<file path="config.mk">
export PLATFORM = sky130hd
export DESIGN_NAME = nal_alu_top
export DESIGN_NICKNAME = d
export VERILOG_FILES = /design/src/verilog/nal_pkg.sv /design/src/verilog/nal_alu_if.sv /design/src/verilog/nal_alu.sv /design/src/verilog/nal_alu_top.sv
export VERILOG_INCLUDE_DIRS = /design/src /design/src/verilog
export SDC_FILE = /design/constraint.sdc
export NUM_CORES = 1
export LEC_CHECK = 0
export BUFFER_PORTS_ARGS = -buffer_cell sky130_fd_sc_hd__buf_4
export CAP_MARGIN = 10
export CORE_MARGIN = 2
export CORE_UTILIZATION = 35
export CTS_CLUSTER_DIAMETER = 120
export DETAILED_ROUTE_END_ITERATION = 16
export HOLD_SLACK_MARGIN = 0.02
export PLACE_DENSITY = 0.64
export SKIP_LAST_GASP = 1
export SLEW_MARGIN = 5
export SYNTH_ARGS = -nofsm -noshare
export SYNTH_HDL_FRONTEND = slang
export SYNTH_SLANG_ARGS = --single-unit
</file>
<file path="constraint.sdc">
create_clock -name clock_in -period 3.75 [get_ports clock_in]
set_clock_uncertainty 0.2 [all_clocks]
set_input_delay 0.375 -clock clock_in [delete_from_list [all_inputs] [get_ports clock_in]]
set_output_delay 0.375 -clock clock_in [all_outputs]
set_load 0.02 [all_outputs]
</file>
<file path="src/verilog/nal_defines.svh">
`ifndef NAL_DEFINES_SVH
`define NAL_DEFINES_SVH

// ----------------------------------------------------------------------
// reset values and widths
// ----------------------------------------------------------------------
`define NAL_DATA_W      4
`define NAL_ACC_RST     4'h0
`define NAL_CARRY_RST   1'b0
`define NAL_SKIP_RST    1'b0
`define NAL_MEM_WR_RST  1'b0
`define NAL_MEM_DAT_RST 4'h0

`endif

</file>
<file path="src/verilog/nal_pkg.sv">
package nal_pkg;

  // ----------------------------------------------------------------------
  // operation codes from the instruction decoder
  // ----------------------------------------------------------------------
  typedef enum logic [3:0] {
    NAL_OP_NOP   = 4'h0,
    NAL_OP_ADDI  = 4'h1,
    NAL_OP_AND   = 4'h2,
    NAL_OP_OR    = 4'h3,
    NAL_OP_SETC  = 4'h4,
    NAL_OP_CLRC  = 4'h5,
    NAL_OP_TESTC = 4'h6,
    NAL_OP_CMPL  = 4'h7,
    NAL_OP_ROTR  = 4'h8,
    NAL_OP_BSET  = 4'h9,
    NAL_OP_BCLR  = 4'ha,
    NAL_OP_BTST  = 4'hb,
    NAL_OP_CMPM  = 4'hc,
    NAL_OP_CMPI  = 4'hd
  } nal_op_e;

endpackage
</file>
<file path="src/verilog/nal_alu_if.sv">
`timescale 1ns/1ps

// operands in, next state out, between top and combinational datapath
interface nal_alu_if #(
  parameter int DATA_W = 4
);
  nal_pkg::nal_op_e    op;
  logic [DATA_W-1:0]   imm;
  logic [DATA_W-1:0]   mem_nibble;
  logic [DATA_W-1:0]   acc;
  logic                carry_flag;
  logic [DATA_W-1:0]   acc_d;
  logic                carry_d;
  logic                mem_wr_d;
  logic [DATA_W-1:0]   mem_wdata_d;
  logic                skip_d;

  modport core (
    output op, imm, mem_nibble, acc, carry_flag,
    input  acc_d, carry_d, mem_wr_d, mem_wdata_d, skip_d
  );
  modport alu (
    input  op, imm, mem_nibble, acc, carry_flag,
    output acc_d, carry_d, mem_wr_d, mem_wdata_d, skip_d
  );
endinterface

</file>
<file path="src/verilog/nal_alu.sv">
`timescale 1ns/1ps

// combinational datapath: next accumulator, carry, memory nibble, skip
module nal_alu #(
  parameter int DATA_W = 4
) (
  nal_alu_if.alu alu
);
  localparam int IDX_W = $clog2(DATA_W);

  // ----------------------------------------------------------------------
  // helpers
  // ----------------------------------------------------------------------
  // one-hot mask of the bit named by the low immediate bits
  function automatic logic [DATA_W-1:0] bit_mask(
    input logic [DATA_W-1:0] imm
  );
    logic [DATA_W-1:0] m;
    m = '0;
    m[imm[IDX_W-1:0]] = 1'b1;
    return m;
  endfunction

  logic [DATA_W:0] sum;

  // ----------------------------------------------------------------------
  // operation decode
  // ----------------------------------------------------------------------
  always_comb begin
    sum             = {1'b0, alu.acc} + {1'b0, alu.imm};
    alu.acc_d       = alu.acc;
    alu.carry_d     = alu.carry_flag;
    alu.mem_wr_d    = 1'b0;
    alu.mem_wdata_d = alu.mem_nibble;
    alu.skip_d      = 1'b0;
    unique case (alu.op)
      nal_pkg::NAL_OP_NOP: begin
      end
      nal_pkg::NAL_OP_ADDI: begin
        alu.acc_d  = sum[DATA_W-1:0];
        alu.skip_d = ~sum[DATA_W];
      end
      nal_pkg::NAL_OP_AND: begin
        alu.acc_d = alu.acc & alu.mem_nibble;
      end
      nal_pkg::NAL_OP_OR: begin
        alu.acc_d = alu.acc | alu.mem_nibble;
      end
      nal_pkg::NAL_OP_SETC: begin
        alu.carry_d = 1'b1;
      end
      nal_pkg::NAL_OP_CLRC: begin
        alu.carry_d = 1'b0;
      end
      nal_pkg::NAL_OP_TESTC: begin
        alu.skip_d = ~alu.carry_flag;
      end
      nal_pkg::NAL_OP_CMPL: begin
        alu.acc_d = ~alu.acc;
      end
      nal_pkg::NAL_OP_ROTR: begin
        alu.acc_d   = {alu.carry_flag, alu.acc[DATA_W-1:1]};
        alu.carry_d = alu.acc[0];
      end
      nal_pkg::NAL_OP_BSET: begin
        alu.mem_wr_d    = 1'b1;
        alu.mem_wdata_d = alu.mem_nibble | bit_mask(alu.imm);
      end
      nal_pkg::NAL_OP_BCLR: begin
        alu.mem_wr_d    = 1'b1;
        alu.mem_wdata_d = alu.mem_nibble & ~bit_mask(alu.imm);
      end
      nal_pkg::NAL_OP_BTST: begin
        alu.skip_d = ~|(alu.mem_nibble & bit_mask(alu.imm));
      end
      nal_pkg::NAL_OP_CMPM: begin
        alu.skip_d = (alu.acc == alu.mem_nibble);
      end
      nal_pkg::NAL_OP_CMPI: begin
        alu.skip_d = (alu.acc == alu.imm);
      end
      default: begin
      end
    endcase
  end
endmodule

</file>
<file path="src/verilog/nal_alu_top.sv">
// Function
// - add immediate into accumulator
// - add immediate keeps carry flag
// - add immediate skips when no overflow
// - accumulator ANDed with memory nibble
// - accumulator ORed with memory nibble
// - set carry flag to one
// - clear carry flag to zero
// - skip next when carry flag zero
// - complement accumulator, carry untouched
// - rotate carry and accumulator right
// - set selected memory nibble bit
// - clear selected memory nibble bit
// - skip when selected memory bit zero
// - skip when accumulator equals memory
// - skip when accumulator equals immediate
`timescale 1ns/1ps
`include "nal_defines.svh"

module nal_alu_top #(
  parameter int DATA_W = `NAL_DATA_W
) (
  input  wire logic              clock_in,
  input  wire logic              arst_n_in,
  input  wire logic              op_valid_in,
  input  wire nal_pkg::nal_op_e  op_in,
  input  wire logic [DATA_W-1:0] imm_in,
  input  wire logic [DATA_W-1:0] mem_nibble_in,
  output logic      [DATA_W-1:0] acc_out,
  output logic                   carry_flag_out,
  output logic                   mem_wr_out,
  output logic      [DATA_W-1:0] mem_wdata_out,
  output logic                   skip_out
);

  // ----------------------------------------------------------------------
  // elaboration checks
  // ----------------------------------------------------------------------
  if (DATA_W < 2 || (DATA_W & (DATA_W - 1)) != 0) begin : g_bad_width
    $error("nal_alu_top: DATA_W must be a power of two, at least 2");
  end

  logic [DATA_W-1:0] acc_q;
  logic              carry_q;
  logic              skip_q;
  logic              mem_wr_q;
  logic [DATA_W-1:0] mem_wdata_q;
  logic              exec;

  nal_alu_if #(.DATA_W(DATA_W)) alu_bus ();

  // ----------------------------------------------------------------------
  // datapath
  // ----------------------------------------------------------------------
  assign alu_bus.op         = op_in;
  assign alu_bus.imm        = imm_in;
  assign alu_bus.mem_nibble = mem_nibble_in;
  assign alu_bus.acc        = acc_q;
  assign alu_bus.carry_flag = carry_q;

  nal_alu #(.DATA_W(DATA_W)) u_alu (
    .alu (alu_bus.alu)
  );

  // an operation takes effect only when it is not the skipped one
  assign exec = op_valid_in & ~skip_q;

  // ----------------------------------------------------------------------
  // architectural state
  // ----------------------------------------------------------------------
  // accumulator and carry flag
  always_ff @(posedge clock_in or negedge arst_n_in) begin
    if (!arst_n_in) begin
      acc_q   <= `NAL_ACC_RST;
      carry_q <= `NAL_CARRY_RST;
    end else if (exec) begin
      acc_q   <= alu_bus.acc_d;
      carry_q <= alu_bus.carry_d;
    end
  end

  // memory nibble write-back, one pulse per bit set or clear
  always_ff @(posedge clock_in or negedge arst_n_in) begin
    if (!arst_n_in) begin
      mem_wr_q    <= `NAL_MEM_WR_RST;
      mem_wdata_q <= `NAL_MEM_DAT_RST;
    end else begin
      mem_wr_q <= exec & alu_bus.mem_wr_d;
      if (exec && alu_bus.mem_wr_d) begin
        mem_wdata_q <= alu_bus.mem_wdata_d;
      end
    end
  end

  // skip marker: the next valid instruction is consumed without effect
  always_ff @(posedge clock_in or negedge arst_n_in) begin
    if (!arst_n_in) begin
      skip_q <= `NAL_SKIP_RST;
    end else if (op_valid_in) begin
      skip_q <= exec & alu_bus.skip_d;
    end
  end

  assign acc_out        = acc_q;
  assign carry_flag_out = carry_q;
  assign mem_wr_out     = mem_wr_q;
  assign mem_wdata_out  = mem_wdata_q;
  assign skip_out       = skip_q;

  logic [DATA_W:0]   chk_sum;
  logic [DATA_W-1:0] chk_mask;
  logic              chk_skip_op;
  assign chk_sum  = {1'b0, acc_q} + {1'b0, imm_in};
  assign chk_mask = DATA_W'(1) << imm_in[$clog2(DATA_W)-1:0];
  // operations that are allowed to raise the skip marker
  assign chk_skip_op = op_in inside {nal_pkg::NAL_OP_ADDI,
    nal_pkg::NAL_OP_TESTC, nal_pkg::NAL_OP_BTST, nal_pkg::NAL_OP_CMPM,
    nal_pkg::NAL_OP_CMPI};
endmodule

</file>
==> results of run 1 <==
registers in the layout (all words and copies together) (netlist names):
register,count
mem_wr_out,1
acc_out,4
mem_wdata_out,4
carry_flag_out,1
skip_out,1
synth_stat cells (2+ instances only):
library cell  count
inv_1             8
nor3b_1           2
ha_1              4
mux2_2            5
dfrtp_1          11
o221ai_1          3
xor2_1            6
a21oi_1          12
nand2b_1          5
o31ai_1           2
nor2_1           10
o31a_1            2
a21o_1            2
nand3b_1          3
buf_2             5
clkbuf_1          3
nor2b_1           5
o21ai_1           7
a22oi_1           2
a21boi_0          3
nor3_1            6
nand2_1          12
a31oi_1           3
mux2i_1           2
nor4_1            3
kinds of logic (layout without fill, tap and decap cells):
family | Yosys count | in the layout | share of synthesized area (%)
buffers and inverters | 21 | 40 | 8.138
DFF | 11 | 11 | 23.26
adders and majority gates | 5 | 5 | 5.920
and+or+nand+nor | 52 | 52 | 24.10
AOI/OAI and AO/OA | 45 | 45 | 25.79
muxes | 8 | 8 | 8.351
xor gates and xnor gates | 6 | 6 | 4.440
layer usage:
layer,wire length (um),vias to the layer above
li1,-,574
met1,1379,544
met2,1492,45
met3,205,7
met4,35,0
met5,0,-
path summary, 6_finish.rpt:
check                                  from          endpoint  slack [ns]  cells after the start
setup / recovery                 acc_out[0]          skip_out        1.51                      8
hold / removal                  op_valid_in          skip_out         0.1                      2
setup reg to reg                 acc_out[0]          skip_out        1.51                      8
hold reg to reg            mem_wdata_out[3]  mem_wdata_out[3]        0.29                      2
max in group asynchronous         arst_n_in        acc_out[2]        2.93                      2
min in group asynchronous         arst_n_in  mem_wdata_out[1]        0.27                      2
where the power goes:
part           switching (mW)  total [mW]  internal, mW
Combinational           0.203       0.383         0.180
Clock                  0.0515      0.0911        0.0396
Sequential             0.0630       0.216         0.153
Total                   0.318       0.690         0.372
cells in the final DEF, fill, tap and decap left out, types with 3 or more instances in the layout:
cell type  count
nand2b_1       5
nor3_1         6
o221ai_1       3
inv_1          8
a21oi_1       12
nor2b_1        5
xor2_1         6
clkbuf_4       3
nor2_1        10
a21boi_0       3
ha_1           4
o21ai_1        7
nand3b_1       3
nand2_1       12
dfrtp_1       11
buf_4         25
nor4_1         3
mux2_2         5
a31oi_1        3
area by class of cell:
cell class | instances | area (um^2) | area share (%)
Timing Repair Buffer | 26 | 197.7 | 14.04
Clock buffer | 3 | 22.52 | 1.600
Inverter | 10 | 37.54 | 2.667
Tap cell | 46 | 57.56 | 4.089
Sequential cell | 11 | 275.3 | 19.56
Clock inverter | 1 | 5.005 | 0.3556
Multi-Input combinational cell | 116 | 812.0 | 57.69
metrics by stage:
stage	power (mW)	hold slack [ns]	setup WS [ns]
global placement	0.5871	0.02248	1.635
global route	0.7468	0.08231	1.370
detailed placement	0.5963	0.02688	1.558
floorplan	0.4782	-0.1206	1.678
CTS	0.6939	0.09605	1.489
finish	0.6903	0.09625	1.513
==> results.sh, run 1 <==
export IMPL_dieArea_um2=3863
export IMPL_grt_pass1_vias=1140
export IMPL_drive_gt1_share_pct=24.55
export IMPL_met2_usage_pct=27.99
export IMPL_ys_ff_latch=11
export IMPL_tns_ns=0
export IMPL_crit_type="reg -> reg"
export IMPL_cts_buffers_inserted=3
export IMPL_rows=21
export IMPL_dr_pass1_iters=4
export IMPL_busiest_layer="met2"
export IMPL_timing_fmax_ghz=0.4470
export IMPL_leakage_nw=0.6151
export IMPL_insertion_delay_ns=0.28
export IMPL_ys_top_cells_by_area="dfrtp_1 23%, a21oi_1 5.1%, mux2_2 4.8%"
export IMPL_final_area_um2=1408
export IMPL_gp_congestion=0.9015
export IMPL_synth_top_area_share_pct=23.26
export IMPL_cts_resized=0
export IMPL_synth_edff_count=0
export IMPL_fin_crit_sh_pct=59.66
export IMPL_n_fill_cell=364
export IMPL_gr_total_overflow=0
export IMPL_grt_max_degree=27
export IMPL_insertedDiodeCount=0
export IMPL_clock_path_buffers=2
export IMPL_start_kind="flip-flop"
export IMPL_vias=1170
export IMPL_ys_seq_area_share_pct=23.26
export IMPL_antenna_found_initial=0
export IMPL_required_ns=3.72
export IMPL_dp_cells=208
export IMPL_crit_arrival_ns=2.21
export IMPL_async_reset_ff_share_pct=100.0
export IMPL_synth_fp_nets=168
export IMPL_wire_per_inst_um=14.61
export IMPL_dp_hpwl_mm=2.284
export IMPL_max_slew_margin_pct=77.98
export IMPL_syn_area_per_cell_um2=7.998
export IMPL_final_cells=213
export IMPL_cp_slowest_cell="dfrtp_1"
export IMPL_ys_types=47
export IMPL_cp_slowest_stage_delay_ns=0.53
export IMPL_grt_setup_unrepaired="no"
export IMPL_use_met3_pct=3.261
export IMPL_finalCoreUtilization_pct=42.86
export IMPL_syn_to_final_growth_pct=18.92
export IMPL_cp_top_family="adder cells"
export IMPL_maxSlewViolCount=0
export IMPL_wirelength_mm=3.112
export IMPL_grt_pass1_wl_mm=5.223
export IMPL_yosys_area_top_type="dfrtp_1"
export IMPL_core_um2=3284
export IMPL_clock_sinks=11
export IMPL_fp_dieH_um=62.16
export IMPL_final_setup_viol_count=0
export IMPL_place_area_um2=1370
export IMPL_drtIter0Drc=47
export IMPL_synth_flop_cell="dfrtp_1"
export IMPL_path_clk_slew_ns=0.09
export IMPL_cts_setup_buffers=0
export IMPL_cts_htree_levels=1
export IMPL_irDropWorstVdd_mv=0.2369
export IMPL_tightestPinTransition_ns=0.3303
export IMPL_drc=0
export IMPL_cts_tree="done"
export IMPL_ys_warn_count=0
export IMPL_crit_path_end_kind="flip-flop"
export IMPL_hold_viol=0
export IMPL_cts_root_buffer="clkbuf_4"
export IMPL_hp_class="in -> reg"
export IMPL_synth_area_um2=1184
export IMPL_crit_buf_inv=1
export IMPL_synth_cells=148
export IMPL_outcome="finished, final reports clean"
export IMPL_ios=26
export IMPL_cts_hold_buf=1
export IMPL_die_w_um=62.16
export IMPL_layout_min_cycle_time_ns=2.237
export IMPL_io_buffers=25
export IMPL_vias_per_cell=5.493
export IMPL_met1_usage_pct=21.97
export IMPL_cp_max_fo=10
export IMPL_crit_chain="ha_1 > inv_1 > fa_1 > nor2b_1 > o21ai_0 > a211oi_1 > o31a_1 > o22ai_2"
export IMPL_drtAntennaViolNets=0
export IMPL_power_density_nw_per_um2=490.4
export IMPL_cap_viol_max_count=0
export IMPL_grtUsageTotal_pct=16.75
export IMPL_start_util_pct=36.04
export IMPL_nets=188
(Power assumes the default switching activity.)
==> inputs of run 2 (changes only) <==
==> constraint.sdc (replaced) <==
create_clock -name clock_in -period 2.2 [get_ports clock_in]
set_clock_uncertainty 0.2 [all_clocks]
set_input_delay 0.22 -clock clock_in [delete_from_list [all_inputs] [get_ports clock_in]]
set_output_delay 0.22 -clock clock_in [all_outputs]
set_load 0.02 [all_outputs]
==> results.sh, run 2 (synthesis gave the netlist of run 1 again) <==
export IMPL_r2r_setup_slack_ns=0.19
export IMPL_cp_top_family="compound AO/OA/AOI/OAI gates"
export IMPL_reg2reg_from="acc_out[1]"
export IMPL_rows=21
export IMPL_drc=0
export IMPL_core_um2=3284
export IMPL_crit_buf_inv=1
export IMPL_min_from="mem_nibble_in[0]"
export IMPL_max_slew_margin_pct=79.33
export IMPL_dp_hpwl_mm=2.202
export IMPL_tns_ns=0
export IMPL_hp_class="in -> reg"
export IMPL_dr_pass1_iters=4
export IMPL_fp_dieH_um=62.16
export IMPL_required_ns=2.17
export IMPL_maxSlewViolCount=0
export IMPL_path_clk_slew_ns=0.09
export IMPL_dieArea_um2=3863
export IMPL_power_density_nw_per_um2=822.4
export IMPL_clkPwrFrac_pct=12.6
export IMPL_syn_to_final_growth_pct=20.30
export IMPL_reg2reg_to="skip_out"
export IMPL_grtUsageTotal_pct=15.48
export IMPL_vias_per_cell=5.228
export IMPL_vias=1124
export IMPL_grt_pass1_vias=1017
export IMPL_wirelength_mm=2.875
export IMPL_io_buffers=25
export IMPL_cts_htree_levels=1
export IMPL_hold_viol=0
export IMPL_outcome="finished, final reports clean"
export IMPL_switchingPower_mw=0.5216
export IMPL_irDropWorstVdd_mv=0.4414
export IMPL_start_kind="flip-flop"
export IMPL_cts_buffers_inserted=3
export IMPL_ios=26
export IMPL_layout_min_cycle_time_ns=2.009
export IMPL_start_util_pct=36.04
export IMPL_crit_arrival_ns=1.98
export IMPL_p_comb_share_pct=57.8
export IMPL_pwr_share_seq_pct=29.5
export IMPL_crit_type="reg -> reg"
export IMPL_final_setup_viol_count=0
export IMPL_fin_hold_ws_ns=0.09146
export IMPL_timing_fmax_ghz=0.4978
export IMPL_place_area_um2=1378
export IMPL_antenna_found_initial=0
export IMPL_insertedDiodeCount=0
export IMPL_internal_power_mw=0.6494
export IMPL_hold_depth=3
export IMPL_final_cells=215
export IMPL_grt_pass1_wl_mm=4.892
export IMPL_drtAntennaViolNets=0
export IMPL_crit_chain="inv_1 > fa_1 > nor2b_1 > o21ai_0 > a211oi_1 > o31a_1 > o22ai_2"
export IMPL_grt_setup_unrepaired="no"
export IMPL_grt_max_degree=27
export IMPL_wire_per_inst_um=13.37
export IMPL_cap_viol_max_count=0
export IMPL_nets=190
export IMPL_swShare_pct=44.54
export IMPL_clock_sinks=11
export IMPL_tightestPinTransition_ns=0.3093
export IMPL_dp_cells=209
export IMPL_clock_path_buffers=2
export IMPL_gr_total_overflow=0
export IMPL_cts_root_buffer="clkbuf_4"
export IMPL_drive_gt1_share_pct=24.26
export IMPL_min_to="mem_wdata_out[0]"
export IMPL_cp_max_fo=6
export IMPL_cp_slowest_stage_delay_ns=0.45
export IMPL_cp_slowest_cell="dfrtp_1"
export IMPL_layout_commonest_cell="buf_4"
export IMPL_gp_congestion=0.8679
export IMPL_die_w_um=62.16
export IMPL_reg2reg_depth=7
export IMPL_drtIter0Drc=34
export IMPL_leakage_nw=0.6214
export IMPL_final_area_um2=1424
export IMPL_n_fill_cell=356
export IMPL_fin_crit_sh_pct=91.31
export IMPL_crit_path_end_kind="flip-flop"
export IMPL_insertion_delay_ns=0.28
export IMPL_cts_tree="done"
export IMPL_final_cell_mix="26 x buf_4, 12 x nand2_1, 12 x a21oi_1"
-- run 2: cell types whose count changed in the layout (fill, tap and decap cells not counted), sizes merged --
| cell | delta |
|---|---|
| clkinv | -1 |
| buf | +1 |
| clkbuf | +1 |
| dlygate4sd3 | +1 |
-- run 2: what timing repair did --
action | CTS | global route
endpoints found under the hold margin | 12 | 0
hold buffers | 2 | 0
gates resized for setup | 0 | 0
setup buffers | 0 | 0
-- run 2: how the worst max path moves through the flow --
stage	start	endpoint	slack, ns	cells past startpoint
4_1_cts	acc_out[1]	skip_out	0.20	7
2_1_floorplan	acc_out[1]	acc_out[1]	0.20	5
5_1_grt	acc_out[1]	skip_out	0.04	7
3_3_place_gp	imm_in[0]	skip_out	0.26	9
3_5_place_dp	acc_out[1]	skip_out	0.22	7
6_report	acc_out[1]	skip_out	0.19	7
-- run 2: per-layer routing --
| layer | GRT usage (%) | routed length (um) | vias to the layer above |
|---|---|---|---|
| met4 | 1.944 | 11 | 0 |
| met3 | 4.891 | 229 | 2 |
| met1 | 20.02 | 1277 | 512 |
| met5 | 0 | 0 | - |
| li1 | - | - | 576 |
| met2 | 26.09 | 1357 | 34 |
-- run 2: tightest hold or removal path, cell delays in order --
cell,delay (ns)
buf_4,0.11
mux2i_1,0.07
o21ai_1,0.11
-- run 2: final cells by class --
type / count / area (um^2) / share of cell area (%)
inverter: 10 / 37.54 / 2.636
clock buffer: 4 / 26.28 / 1.845
timing repair buffer: 28 / 215.2 / 15.11
tap: 46 / 57.56 / 4.042
multi-input combinational: 116 / 812.0 / 57.03
sequential: 11 / 275.3 / 19.33
-- run 2: through the flow --
step	power (mW)	worst slack, ns	util (%)
6_report	1.171	0.1912	43.35
2_1_floorplan	0.8151	0.2042	-
5_1_grt	1.265	0.04467	43.35
3_5_place_dp	1.022	0.2195	41.94
4_1_cts	1.178	0.2014	43.35
3_3_place_gp	1.016	0.2612	41.94
-- run 2: power groups by stage --
stage | Combinational (mW) | Sequential [mW] | Clock, mW
2_1_floorplan | 0.432 | 0.383 | 0
3_3_place_gp | 0.672 | 0.344 | 0
3_5_place_dp | 0.673 | 0.349 | 0
4_1_cts | 0.680 | 0.345 | 0.152
5_1_grt | 0.747 | 0.358 | 0.161
6_report | 0.677 | 0.346 | 0.148
